**src/inc/socr_pkg.sv**
```systemverilog
// Package for the system option registers: offsets, bit positions, timing
// Assumes a byte-wide register port clocked at 125 MHz
package socr_pkg;
    localparam int SOCR_AW = 8;
    localparam logic [SOCR_AW-1:0] SOCR_OFS_TWO = 8'h1e;
    localparam logic [SOCR_AW-1:0] SOCR_OFS_ONE = 8'h1f;
    localparam logic [7:0] SOCR_RST_VAL = 8'h00;
    // system_options_two bit positions
    localparam int SOCR_B2_PULLUP_DIS = 7;
    localparam int SOCR_B2_INT_EN = 6;
    localparam int SOCR_B2_CLK_HI = 4;
    localparam int SOCR_B2_CLK_LO = 3;
    localparam int SOCR_B2_RST_PIN_EN = 0;
    // system_options_one bit positions
    localparam int SOCR_B1_PERIOD = 7;
    localparam int SOCR_B1_MON_HALT = 6;
    localparam int SOCR_B1_MON_RST_DIS = 5;
    localparam int SOCR_B1_MON_PWR_DIS = 4;
    localparam int SOCR_B1_TRIP = 3;
    localparam int SOCR_B1_SHORT_REC = 2;
    localparam int SOCR_B1_HALT_EN = 1;
    localparam int SOCR_B1_WD_DIS = 0;
    // Bits rewritable after the lock
    localparam logic [7:0] SOCR_FREE_MASK_ONE = 8'h28;
    // Bits kept across non-power-on resets
    localparam logic [7:0] SOCR_POR_MASK_TWO = 8'h01;
    localparam logic [7:0] SOCR_POR_MASK_ONE = 8'h08;
    // Clock source codes
    typedef enum logic [1:0] {
        SOCR_CLK_INTERNAL = 2'h0,
        SOCR_CLK_EXTERNAL = 2'h1,
        SOCR_CLK_EXT_RC = 2'h2,
        SOCR_CLK_EXT_XTAL = 2'h3
    } socr_clk_src_t;
    // Cycle counts, in fast clock or wakeup oscillator cycles
    localparam logic [17:0] SOCR_WD_SHORT = 18'd8176;
    localparam logic [17:0] SOCR_WD_LONG = 18'd262128;
    localparam logic [14:0] SOCR_WAKE_SHORT = 15'd512;
    localparam logic [14:0] SOCR_WAKE_LONG = 15'd16384;
    localparam logic [12:0] SOCR_REC_SHORT = 13'd32;
    localparam logic [12:0] SOCR_REC_LONG = 13'd4096;
endpackage

```
**src/logic/socr_regs.sv**
```systemverilog
// Two write-once system option registers with decoded option outputs
// Assumes a synchronous register port on clk; por_n is a pin level
// Functional notes
// - One write per register after each reset
// - Trip level and monitor reset disable always writable
// - Registers at 1e/1f, readable any time
// - Any reset clears most option bits
// - Pullup control bit disconnects interrupt pin pullup
// - Interrupt pin function bit enables external interrupt
// - Two-bit field selects clock source
// - Reset pin function bit enables pin reset
// - Reset pin and trip bits cleared only by power-on
// - Period bit sets watchdog timeout outside stop
// - Period bit sets wakeup interval in stop
// - Monitor runs in stop when enabled, powered
// - Monitor reset disable bit blocks monitor resets
// - Power disable bit switches monitor off
// - Trip bit selects warning or reset level
// - Short recovery bit picks 32 or 4096 cycles
// - Monitor reset exit always uses long recovery
// - Halt enable clear makes stop instruction illegal
// - Watchdog disable bit turns watchdog off
//
// Local design decisions: the register addresses and the strobed register port.
module socr_regs
    import socr_pkg::*;
(
    input wire logic clk,
    input wire logic rst,
    input wire logic por_n,
    input wire logic [SOCR_AW-1:0] addr,
    input wire logic [7:0] wdata,
    input wire logic wr,
    input wire logic rd,
    output logic [7:0] rdata,
    input wire logic in_halt,
    input wire logic halt_exit_by_monitor,
    input wire logic monitor_trip,
    output logic int_pin_pullup_enable,
    output logic int_pin_function_enable,
    output socr_clk_src_t clock_source,
    output logic reset_pin_function_enable,
    output logic [17:0] watchdog_timeout,
    output logic [14:0] wakeup_interval,
    output logic monitor_powered,
    output logic monitor_reset_out,
    output logic trip_level_select,
    output logic [12:0] halt_recovery_cycles,
    output logic halt_insn_illegal,
    output logic watchdog_enable
);
    logic por_meta_q, por_sync_q;
    logic [7:0] two_q, two_d, one_q, one_d;
    logic [7:0] rdata_q, rdata_d;
    logic lock_two_q, lock_two_d, lock_one_q, lock_one_d;

    // Power-on indication passes two flops; por_sync_q low means power-on.
    // Kept off rst, else every ordinary reset would look like power-on.
    always_ff @(posedge clk) begin
        por_meta_q <= por_n;
        por_sync_q <= por_meta_q;
    end

    // Power-on-only bits live outside the async reset so ordinary
    // resets leave them alone; power-on clears them on the clock.
    logic [7:0] keep_two_q, keep_two_d, keep_one_q, keep_one_d;

    function automatic logic [7:0] merge(input logic [7:0] v,
                                         input logic [7:0] m,
                                         input logic [7:0] k);
        merge = (v & ~m) | (k & m);
    endfunction

    always_comb begin
        two_d = two_q;
        one_d = one_q;
        lock_two_d = lock_two_q;
        lock_one_d = lock_one_q;
        keep_two_d = keep_two_q;
        keep_one_d = keep_one_q;
        rdata_d = SOCR_RST_VAL;
        if (wr && addr == SOCR_OFS_TWO) begin
            if (!lock_two_q) begin
                two_d = wdata;
                keep_two_d = wdata & SOCR_POR_MASK_TWO;
                lock_two_d = 1'b1;
            end
        end
        if (wr && addr == SOCR_OFS_ONE) begin
            if (!lock_one_q) begin
                one_d = wdata;
                lock_one_d = 1'b1;
            end else begin
                one_d = merge(one_q, SOCR_FREE_MASK_ONE, wdata);
            end
            keep_one_d = merge(keep_one_q, SOCR_POR_MASK_ONE, wdata);
        end
        if (!por_sync_q) begin
            keep_two_d = SOCR_RST_VAL;
            keep_one_d = SOCR_RST_VAL;
        end
        if (rd && addr == SOCR_OFS_TWO) begin
            rdata_d = merge(two_q, SOCR_POR_MASK_TWO, keep_two_q);
        end else if (rd && addr == SOCR_OFS_ONE) begin
            rdata_d = merge(one_q, SOCR_POR_MASK_ONE, keep_one_q);
        end
    end

    always_ff @(posedge clk or posedge rst) begin
        if (rst) begin
            two_q <= SOCR_RST_VAL;
            one_q <= SOCR_RST_VAL;
            lock_two_q <= 1'b0;
            lock_one_q <= 1'b0;
            rdata_q <= SOCR_RST_VAL;
        end else begin
            two_q <= two_d;
            one_q <= one_d;
            lock_two_q <= lock_two_d;
            lock_one_q <= lock_one_d;
            rdata_q <= rdata_d;
        end
    end

    // No async reset: these survive every reset except power-on
    always_ff @(posedge clk) begin
        keep_two_q <= keep_two_d;
        keep_one_q <= keep_one_d;
    end

    assign rdata = rdata_q;

    // Decoded options
    logic pwr_dis;
    assign pwr_dis = one_q[SOCR_B1_MON_PWR_DIS];
    assign int_pin_pullup_enable = ~two_q[SOCR_B2_PULLUP_DIS];
    assign int_pin_function_enable = two_q[SOCR_B2_INT_EN];
    assign clock_source = socr_clk_src_t'({two_q[SOCR_B2_CLK_HI],
                                          two_q[SOCR_B2_CLK_LO]});
    assign reset_pin_function_enable = keep_two_q[SOCR_B2_RST_PIN_EN];
    assign watchdog_timeout = one_q[SOCR_B1_PERIOD] ?
        SOCR_WD_SHORT : SOCR_WD_LONG;
    assign wakeup_interval = one_q[SOCR_B1_PERIOD] ?
        SOCR_WAKE_SHORT : SOCR_WAKE_LONG;
    // Off in stop unless allowed there
    assign monitor_powered = !pwr_dis &&
        (!in_halt || one_q[SOCR_B1_MON_HALT]);
    assign monitor_reset_out = monitor_trip && monitor_powered &&
        !one_q[SOCR_B1_MON_RST_DIS];
    assign trip_level_select = keep_one_q[SOCR_B1_TRIP];
    assign halt_recovery_cycles =
        (one_q[SOCR_B1_SHORT_REC] && !halt_exit_by_monitor) ?
        SOCR_REC_SHORT : SOCR_REC_LONG;
    assign halt_insn_illegal = ~one_q[SOCR_B1_HALT_EN];
    assign watchdog_enable = ~one_q[SOCR_B1_WD_DIS];
endmodule

```
**config.mk**
```make
export PLATFORM = sky130hd
export DESIGN_NAME = socr_regs
export DESIGN_NICKNAME = d
export VERILOG_FILES = /design/src/inc/socr_pkg.sv /design/src/logic/socr_regs.sv
export SDC_FILE = /design/constraint.sdc
export NUM_CORES = 1
export LEC_CHECK = 0
export BUFFER_PORTS_ARGS = -buffer_cell sky130_fd_sc_hd__buf_2
export CAP_MARGIN = 20
export CORE_ASPECT_RATIO = 1.5
export CORE_MARGIN = 5
export CORE_UTILIZATION = 30
export CTS_BUF_LIST = sky130_fd_sc_hd__clkbuf_16
export DETAILED_ROUTE_END_ITERATION = 8
export PLACE_DENSITY_LB_ADDON = 0.1
export SLEW_MARGIN = 10
export SYNTH_ARGS = -nofsm -noshare
export SYNTH_HDL_FRONTEND = slang
export SYNTH_SLANG_ARGS = --single-unit
export TNS_END_PERCENT = 20
```
**constraint.sdc**
```tcl
create_clock -name clk -period 1.77 [get_ports clk]
set_input_delay 0.354 -clock clk [delete_from_list [all_inputs] [get_ports clk]]
set_output_delay 0.354 -clock clk [all_outputs]
set_load 0.03 [all_outputs]
```
==> flow_summary.ini, run 1 <==
[outcome]
outcome = completed

[power_and_ir_drop]
pwr-share-seq_pct = 47.6
pwr-share-comb_pct = 17.1
p_int_mw = 1.016
power.density_nw_per_um2 = 830.1
clock_power_share_pct = 35.3
power_mw = 1.422
leakage_nw = 0.9388
irDropWorstVdd_uv = 372.6
switchingPower_uw = 405.6
p_sw_share_pct = 28.53

[floorplan]
initial_core_util_pct = 30.50
coreArea_um2 = 4771
dieWidth_um = 66.87
fp.dieArea_um2 = 6372
num_rows = 31
die_y_um = 95.30
io_pins = 88

[grt]
grt_max_degree = 25
grt_remaining_overflow = 0
antenna_found_initial = 0
grt_pass1_vias = 928
grt_pass1_wl_um = 4519
globalRouteTotalUtil_pct = 9.438

[critical_path]
worstPathRequired_ns = 1.91
r2r-end = two_q[2]$_DFFE_PP0P_
r2r.worst_path.cells = 3
crit_end = two_q[2]$_DFFE_PP0P_
critPathMaxStageDelay_ns = 0.57
worstSetupEndpointType = flop
regToRegStartpoint = lock_two_q$_DFFE_PP0P_
slowest_stage = or4b_4
cp_max_fo = 6
crit_arrival_ns = 1.83
cp_cell_sequence = buf_2 -> or4b_4 -> nor4_4 -> buf_4 -> mux2_2
crit_start = addr[5]
reg2reg_setup_slack_ns = 0.42
path_class = in2reg
cp-start-kind = input port

[yosys]
synth_area_leader_cell = dfrtp_1
ys_ff_latch = 28
synthAdderAreaFrac_pct = 0
synthTopCellsByCount = 45 x buf_4, 24 x dfrtp_1, 14 x mux2_2
synthArstFlopShare_pct = 85.71
avgSynthCellArea_um2 = 11.55
synth_seq_area_share_pct = 46.78
synth-simple-area-share_pct = 9.458
synth_compound_area_share_pct = 5.761
synth_warnings = 0
synth_area_um2 = 1455
yosysTopAreaCellShare_pct = 41.27
synth_area_leaders = dfrtp_1 41%, buf_4 23%, mux2_2 11%
synthXorXnorAreaFrac_pct = 0
syn_inst = 126
yosysUniqueCellTypes = 20
synth_top_family_by_area = buffers and inverters
synth_most_common_cell = buf_4
synth.area.mux_share_pct = 12.21
synth_edf_count = 0
synth_flop_cell = dfrtp_1

[worst_hold_path]
hp-class = in2async

[layout]
antenna_cells = 0
final_nets = 202
syn_to_final_growth_pct = 17.71
layout-drive-gt1-share_pct = 44.07
stdcell_count = 243
utilization_pct = 35.90

[sta]
drv_slew = 0
max_freq_mhz = 591.0
rsz0062_at_grt = no
tns_ns = 0
skew_ns = 0.003116
finalHoldViolCount = 0
period_share_pct = 95.59
setup_viol = 0
fin_crit_ns = 1.692

[clocking]
htreeDepth = 1
cts_root_buffer = clkbuf_16
clkTransAtPathRegs_ns = 0.07
cts_resized = 0
clkLatencyLatePin_ns = 0.26
ctsHoldBuffers = 0
postCtsSetupBuffers = 0
numCtsBuffers = 3
cts_tree = built
clockBufferDepth = 2
cts_sinks = 28

[job]
drv_cap = 0

[placement]
dp.cells = 239
place_hpwl_um = 2447
place_congestion = 0.6612
port_buffers = 50

[detailed_routing]
ant_nets = 0
drt_iter0_drc = 5
wl_per_cell_um = 12.14
first_pass_iters = 4
vias = 936
route.met3.wl_um = 292
top_layer = met4
routed_wl_um = 2949
wl_met2_um = 1636
drc_errors = 0
wl_met1_um = 991
via_per_inst = 3.852
-- power groups by stage --
stage	registers (mW)	logic [mW]	clock network, mW
3_3_place_gp	0.689	0.240	0
6_report	0.676	0.243	0.503
5_1_grt	0.680	0.261	0.545
2_1_floorplan	0.687	0.257	0
4_1_cts	0.677	0.243	0.522
3_5_place_dp	0.690	0.243	0
-- per-layer routing --
layer / GRT usage (%) / up-vias
li1: - / 449
met1: 10.43 / 438
met2: 17.22 / 47
met3: 1.769 / 2
met4: 4.061 / 0
met5: 0 / -
-- worst max-delay path, delay by kind of cell --
family / cells / cell delay, ns
buf+inv: 2 / 0.31
simple gates: 2 / 0.83
mux: 1 / 0.34
-- per-stage QoR --
step	setup WS, ns	instance area (um^2)	hold WS [ns]
final	0.07800	1713	0.1324
after global routing	0.02238	1713	0.1766
after CTS	0.07018	1713	0.1461
after detailed placement	-0.2058	1634	0.3151
after global placement	-0.1629	1634	0.3140
after floorplan	-0.09608	1587	0.3096
-- logic make-up after synthesis --
logic type,after synthesis
flip-flops,28
buffers and inverters,53
other,2
multiplexers,16
AND/OR/NAND/NOR,17
AO/OA/AOI/OAI,10
-- state kept, by name, summed over array words and instances, names as in the netlist --
register	flops
rdata	8
two_q	7
lock_two_q	1
por_meta_q	1
por_sync_q	1
keep_two_q	1
lock_one_q	1
one_q	7
keep_one_q	1
-- cells in the final DEF (no fill, tap or decap) --
master     instances
mux2i_1            2
and3b_1            1
dfxtp_1            4
or4b_4             1
dfrtp_1           24
a21oi_1            1
a31o_2             1
nand3_1            1
nand4_1            2
nor3_1             2
conb_1            37
mux2_2            14
clkbuf_16          3
nand2b_1           2
buf_2             50
and4_1             1
inv_1              9
nor4b_1            1
nor4_4             2
buf_4              7
a22o_1             8
nand2_1            4
-- layout make-up --
type	instances	area [um^2]
repair buffers	57	302.8
multi-input cells	80	538.0
inverters	8	30.03
clock inverters	1	3.754
well taps	66	82.58
fillers	492	3058
flip-flops and latches	28	680.7
clock buffers	3	75.07
-- how the worst min path moves through the flow --
stage                            start              endpoint  cells after the start
global placement    por_meta_q$_DFF_P_    por_sync_q$_DFF_P_                      0
global route                       rst    rdata[2]$_DFF_PP0_                      3
detailed placement  por_meta_q$_DFF_P_    por_sync_q$_DFF_P_                      0
floorplan           por_meta_q$_DFF_P_    por_sync_q$_DFF_P_                      0
CTS                                rst    rdata[7]$_DFF_PP0_                      3
finish                             rst  one_q[7]$_DFFE_PP0P_                      3
(Power assumes the default switching activity.)
==> run 2, diff against run 1 <==
--- a/config.mk
+++ b/config.mk
@@ -5,6 +5,7 @@
 export SDC_FILE = /design/constraint.sdc
 export NUM_CORES = 1
 export LEC_CHECK = 0
+export ABC_AREA = 1
 export BUFFER_PORTS_ARGS = -buffer_cell sky130_fd_sc_hd__buf_2
 export CAP_MARGIN = 20
 export CORE_ASPECT_RATIO = 1.5
==> run 2 against run 1 <==
  * Clock-buffer cell count stayed put
  * First-iteration DRC count rose to 6.6 times the previous value
  * Clock skew is 0.00079 ns lower
  * Total power down 6.0%
  * Worst setup slack better by 0.17 ns
  * Synthesized cell count increased by 40%
  * Critical path type is now reg2out
  * Largest cell class unchanged
==> flow_summary.ini, run 2 <==
[layout]
mostFrequentLayoutCell = buf_2
antenna_cells = 0
syn_to_final_growth_pct = 12.48
largest_reg_flops = 8
final.fill_count = 568
final_nets = 244
mostFrequentLayoutCells = 50 x buf_2, 37 x conb_1, 33 x nand2_1, 25 x inv_1, 24 x dfrtp_1
layout-drive-gt1-share_pct = 35.62

[detailed_routing]
via_per_inst = 3.732
vias = 1071
drc_errors = 0
routed_wl_um = 3153
wl_per_cell_um = 10.99
ant_nets = 0
drt_iter0_drc = 33
first_pass_iters = 4

[critical_path]
worstPathRequired_ns = 1.42
slowest_stage = dfrtp_1
path_class = reg2out
critPathMaxStageDelay_ns = 0.34
cp_cell_sequence = inv_1 -> a21oi_2 -> nand2_1 -> nor2_1 -> buf_2
regToRegStartpoint = lock_one_q$_DFFE_PP0P_
cp_max_fo = 2
worstSetupEndpointType = output pin
crit_arrival_ns = 1.16
crit_start = one_q[6]$_DFFE_PP0P_
cp-start-kind = flop

[sta]
tns_ns = 0
drv_slew = 0
skew_ns = 0.002327
finalHoldViolCount = 0
rsz0062_at_grt = no
setup_viol = 0
fin_crit_ns = 1.518
max_freq_mhz = 658.8
period_share_pct = 85.76

[clocking]
postCtsSetupBuffers = 0
ctsHoldBuffers = 0
cts_sinks = 28
cts_tree = built
clkTransAtPathRegs_ns = 0.07
htreeDepth = 1
cts_root_buffer = clkbuf_16
numCtsBuffers = 3
clockBufferDepth = 2
clkLatencyLatePin_ns = 0.26
cts_resized = 0

[grt]
grtUsageMet2_pct = 15.81
grt_max_degree = 25
gr-usage-met1_pct = 10.86
top_usage_layer = met2
grt_pass1_vias = 975
grt_pass1_wl_um = 4671
grt_remaining_overflow = 0
globalRouteTotalUtil_pct = 9.266
met3_usage_pct = 1.140
antenna_found_initial = 0

[power_and_ir_drop]
power_mw = 1.337
power.density_nw_per_um2 = 759.9
leakage_nw = 0.9964
irDropWorstVdd_uv = 273.9

[yosys]
synth_warnings = 0
avgSynthCellArea_um2 = 8.836
synth_area_leader_cell = dfrtp_1
ys_ff_latch = 28
synth_area_um2 = 1564
yosysUniqueCellTypes = 22
synth_most_common_cell = buf_4
synth_edf_count = 0
synthArstFlopShare_pct = 85.71
synth_seq_area_share_pct = 43.52
synthTopCellsByCount = 46 x buf_4, 33 x nand2_1, 24 x dfrtp_1, 24 x inv_1, 13 x o21ai_2
syn_inst = 177
synth_area_leaders = dfrtp_1 38%, buf_4 22%, nand2_1 7.9%
yosysTopAreaCellShare_pct = 38.40
synth_flop_cell = dfrtp_1

[floorplan]
fp.dieArea_um2 = 6787
dieWidth_um = 68.96
io_pins = 88
num_rows = 32
die_y_um = 98.43
coreArea_um2 = 5125
initial_core_util_pct = 30.52

[placement]
place_hpwl_um = 2479
place_congestion = 0.6576
port_buffers = 50

[job]
drv_cap = 0

[worst_hold_path]
hp-class = in2async

[outcome]
outcome = completed
==> run 2: cell types whose count changed in the layout (fill, tap and decap cells not counted), sizes merged, moves of 3 or more <==
cell / before / now
o21ai: 0 / 19
nor2: 0 / 9
nand3: 1 / 4
mux2: 14 / 0
nand2: 4 / 37
a22o: 8 / 0
buf: 57 / 51
inv: 9 / 25
==> run 2: kinds of logic (layout without fill, tap and decap cells) <==
kind of cell           count (synthesis)  count (layout)  synth area share [%]
other                                  2              37                0.4802
flip-flops                            28              28                 43.52
AND/OR/NAND/NOR                       54              54                 17.04
buffers and inverters                 72              79                 28.88
AO/OA/AOI/OAI                         21              21                 10.08
==> run 2: power breakdown <==
| group | switching (mW) | total [mW] | leakage, nW | internal, mW |
|---|---|---|---|---|
| Combinational | 0.148 | 0.176 | 0.601 | 0.0277 |
| Clock | 0.213 | 0.516 | 0.0423 | 0.303 |
| Sequential | 0.00258 | 0.644 | 0.353 | 0.642 |
| Total | 0.364 | 1.34 | 0.996 | 0.972 |
==> run 2: cell type report <==
class                      instances  area [um^2]  area share, %
clock inverter                     1        3.754         0.2134
multi-input combinational        112        566.8          32.22
tap                               68        85.08          4.836
inverter                          24        90.09          5.121
sequential                        28        680.7          38.69
clock buffer                       3        75.07          4.267
timing repair buffer              51        257.7          14.65
==> run 2: layer usage <==
metal	vias up	part of all wire, %
met5	-	0
met4	0	2.3
met3	6	9.0
met2	51	50
met1	478	38
li1	536	-
==> run 2: worst paths after layout <==
path | endpoint | slack (ns) | cells after the start
max | monitor_reset_out | 0.25 | 5
min | rdata[7]$_DFF_PP0_ | 0.13 | 3
max reg2reg | one_q[0]$_DFFE_PP0P_ | 0.62 | 4
min reg2reg | por_sync_q$_DFF_P_ | 0.33 | 0
max in group asynchronous | lock_two_q$_DFFE_PP0P_ | 1.40 | 3
min in group clk | por_meta_q$_DFF_P_ | 0.19 | 1
==> run 2: per-stage QoR <==
stage	utilization, %	worst slack, ns	hold WS, ns	area [um^2]	cells
final	34.33	0.2520	0.1292	1759	287
after detailed placement	32.79	0.2851	0.3132	1680	283
after CTS	34.33	0.2343	0.1410	1759	287
after global routing	34.33	0.1494	0.1617	1759	287
after floorplan	-	0.1749	0.3096	1699	212
after global placement	32.79	0.2892	0.3116	1680	283
==> run 2: critical path: cells and delay by family (launching register included) <==
kind                   cells  cell delay [ns]
buffers and inverters      2             0.28
and+or+nand+nor            2             0.13
AOI/OAI and AO/OA          1             0.15
DFF                        1             0.34
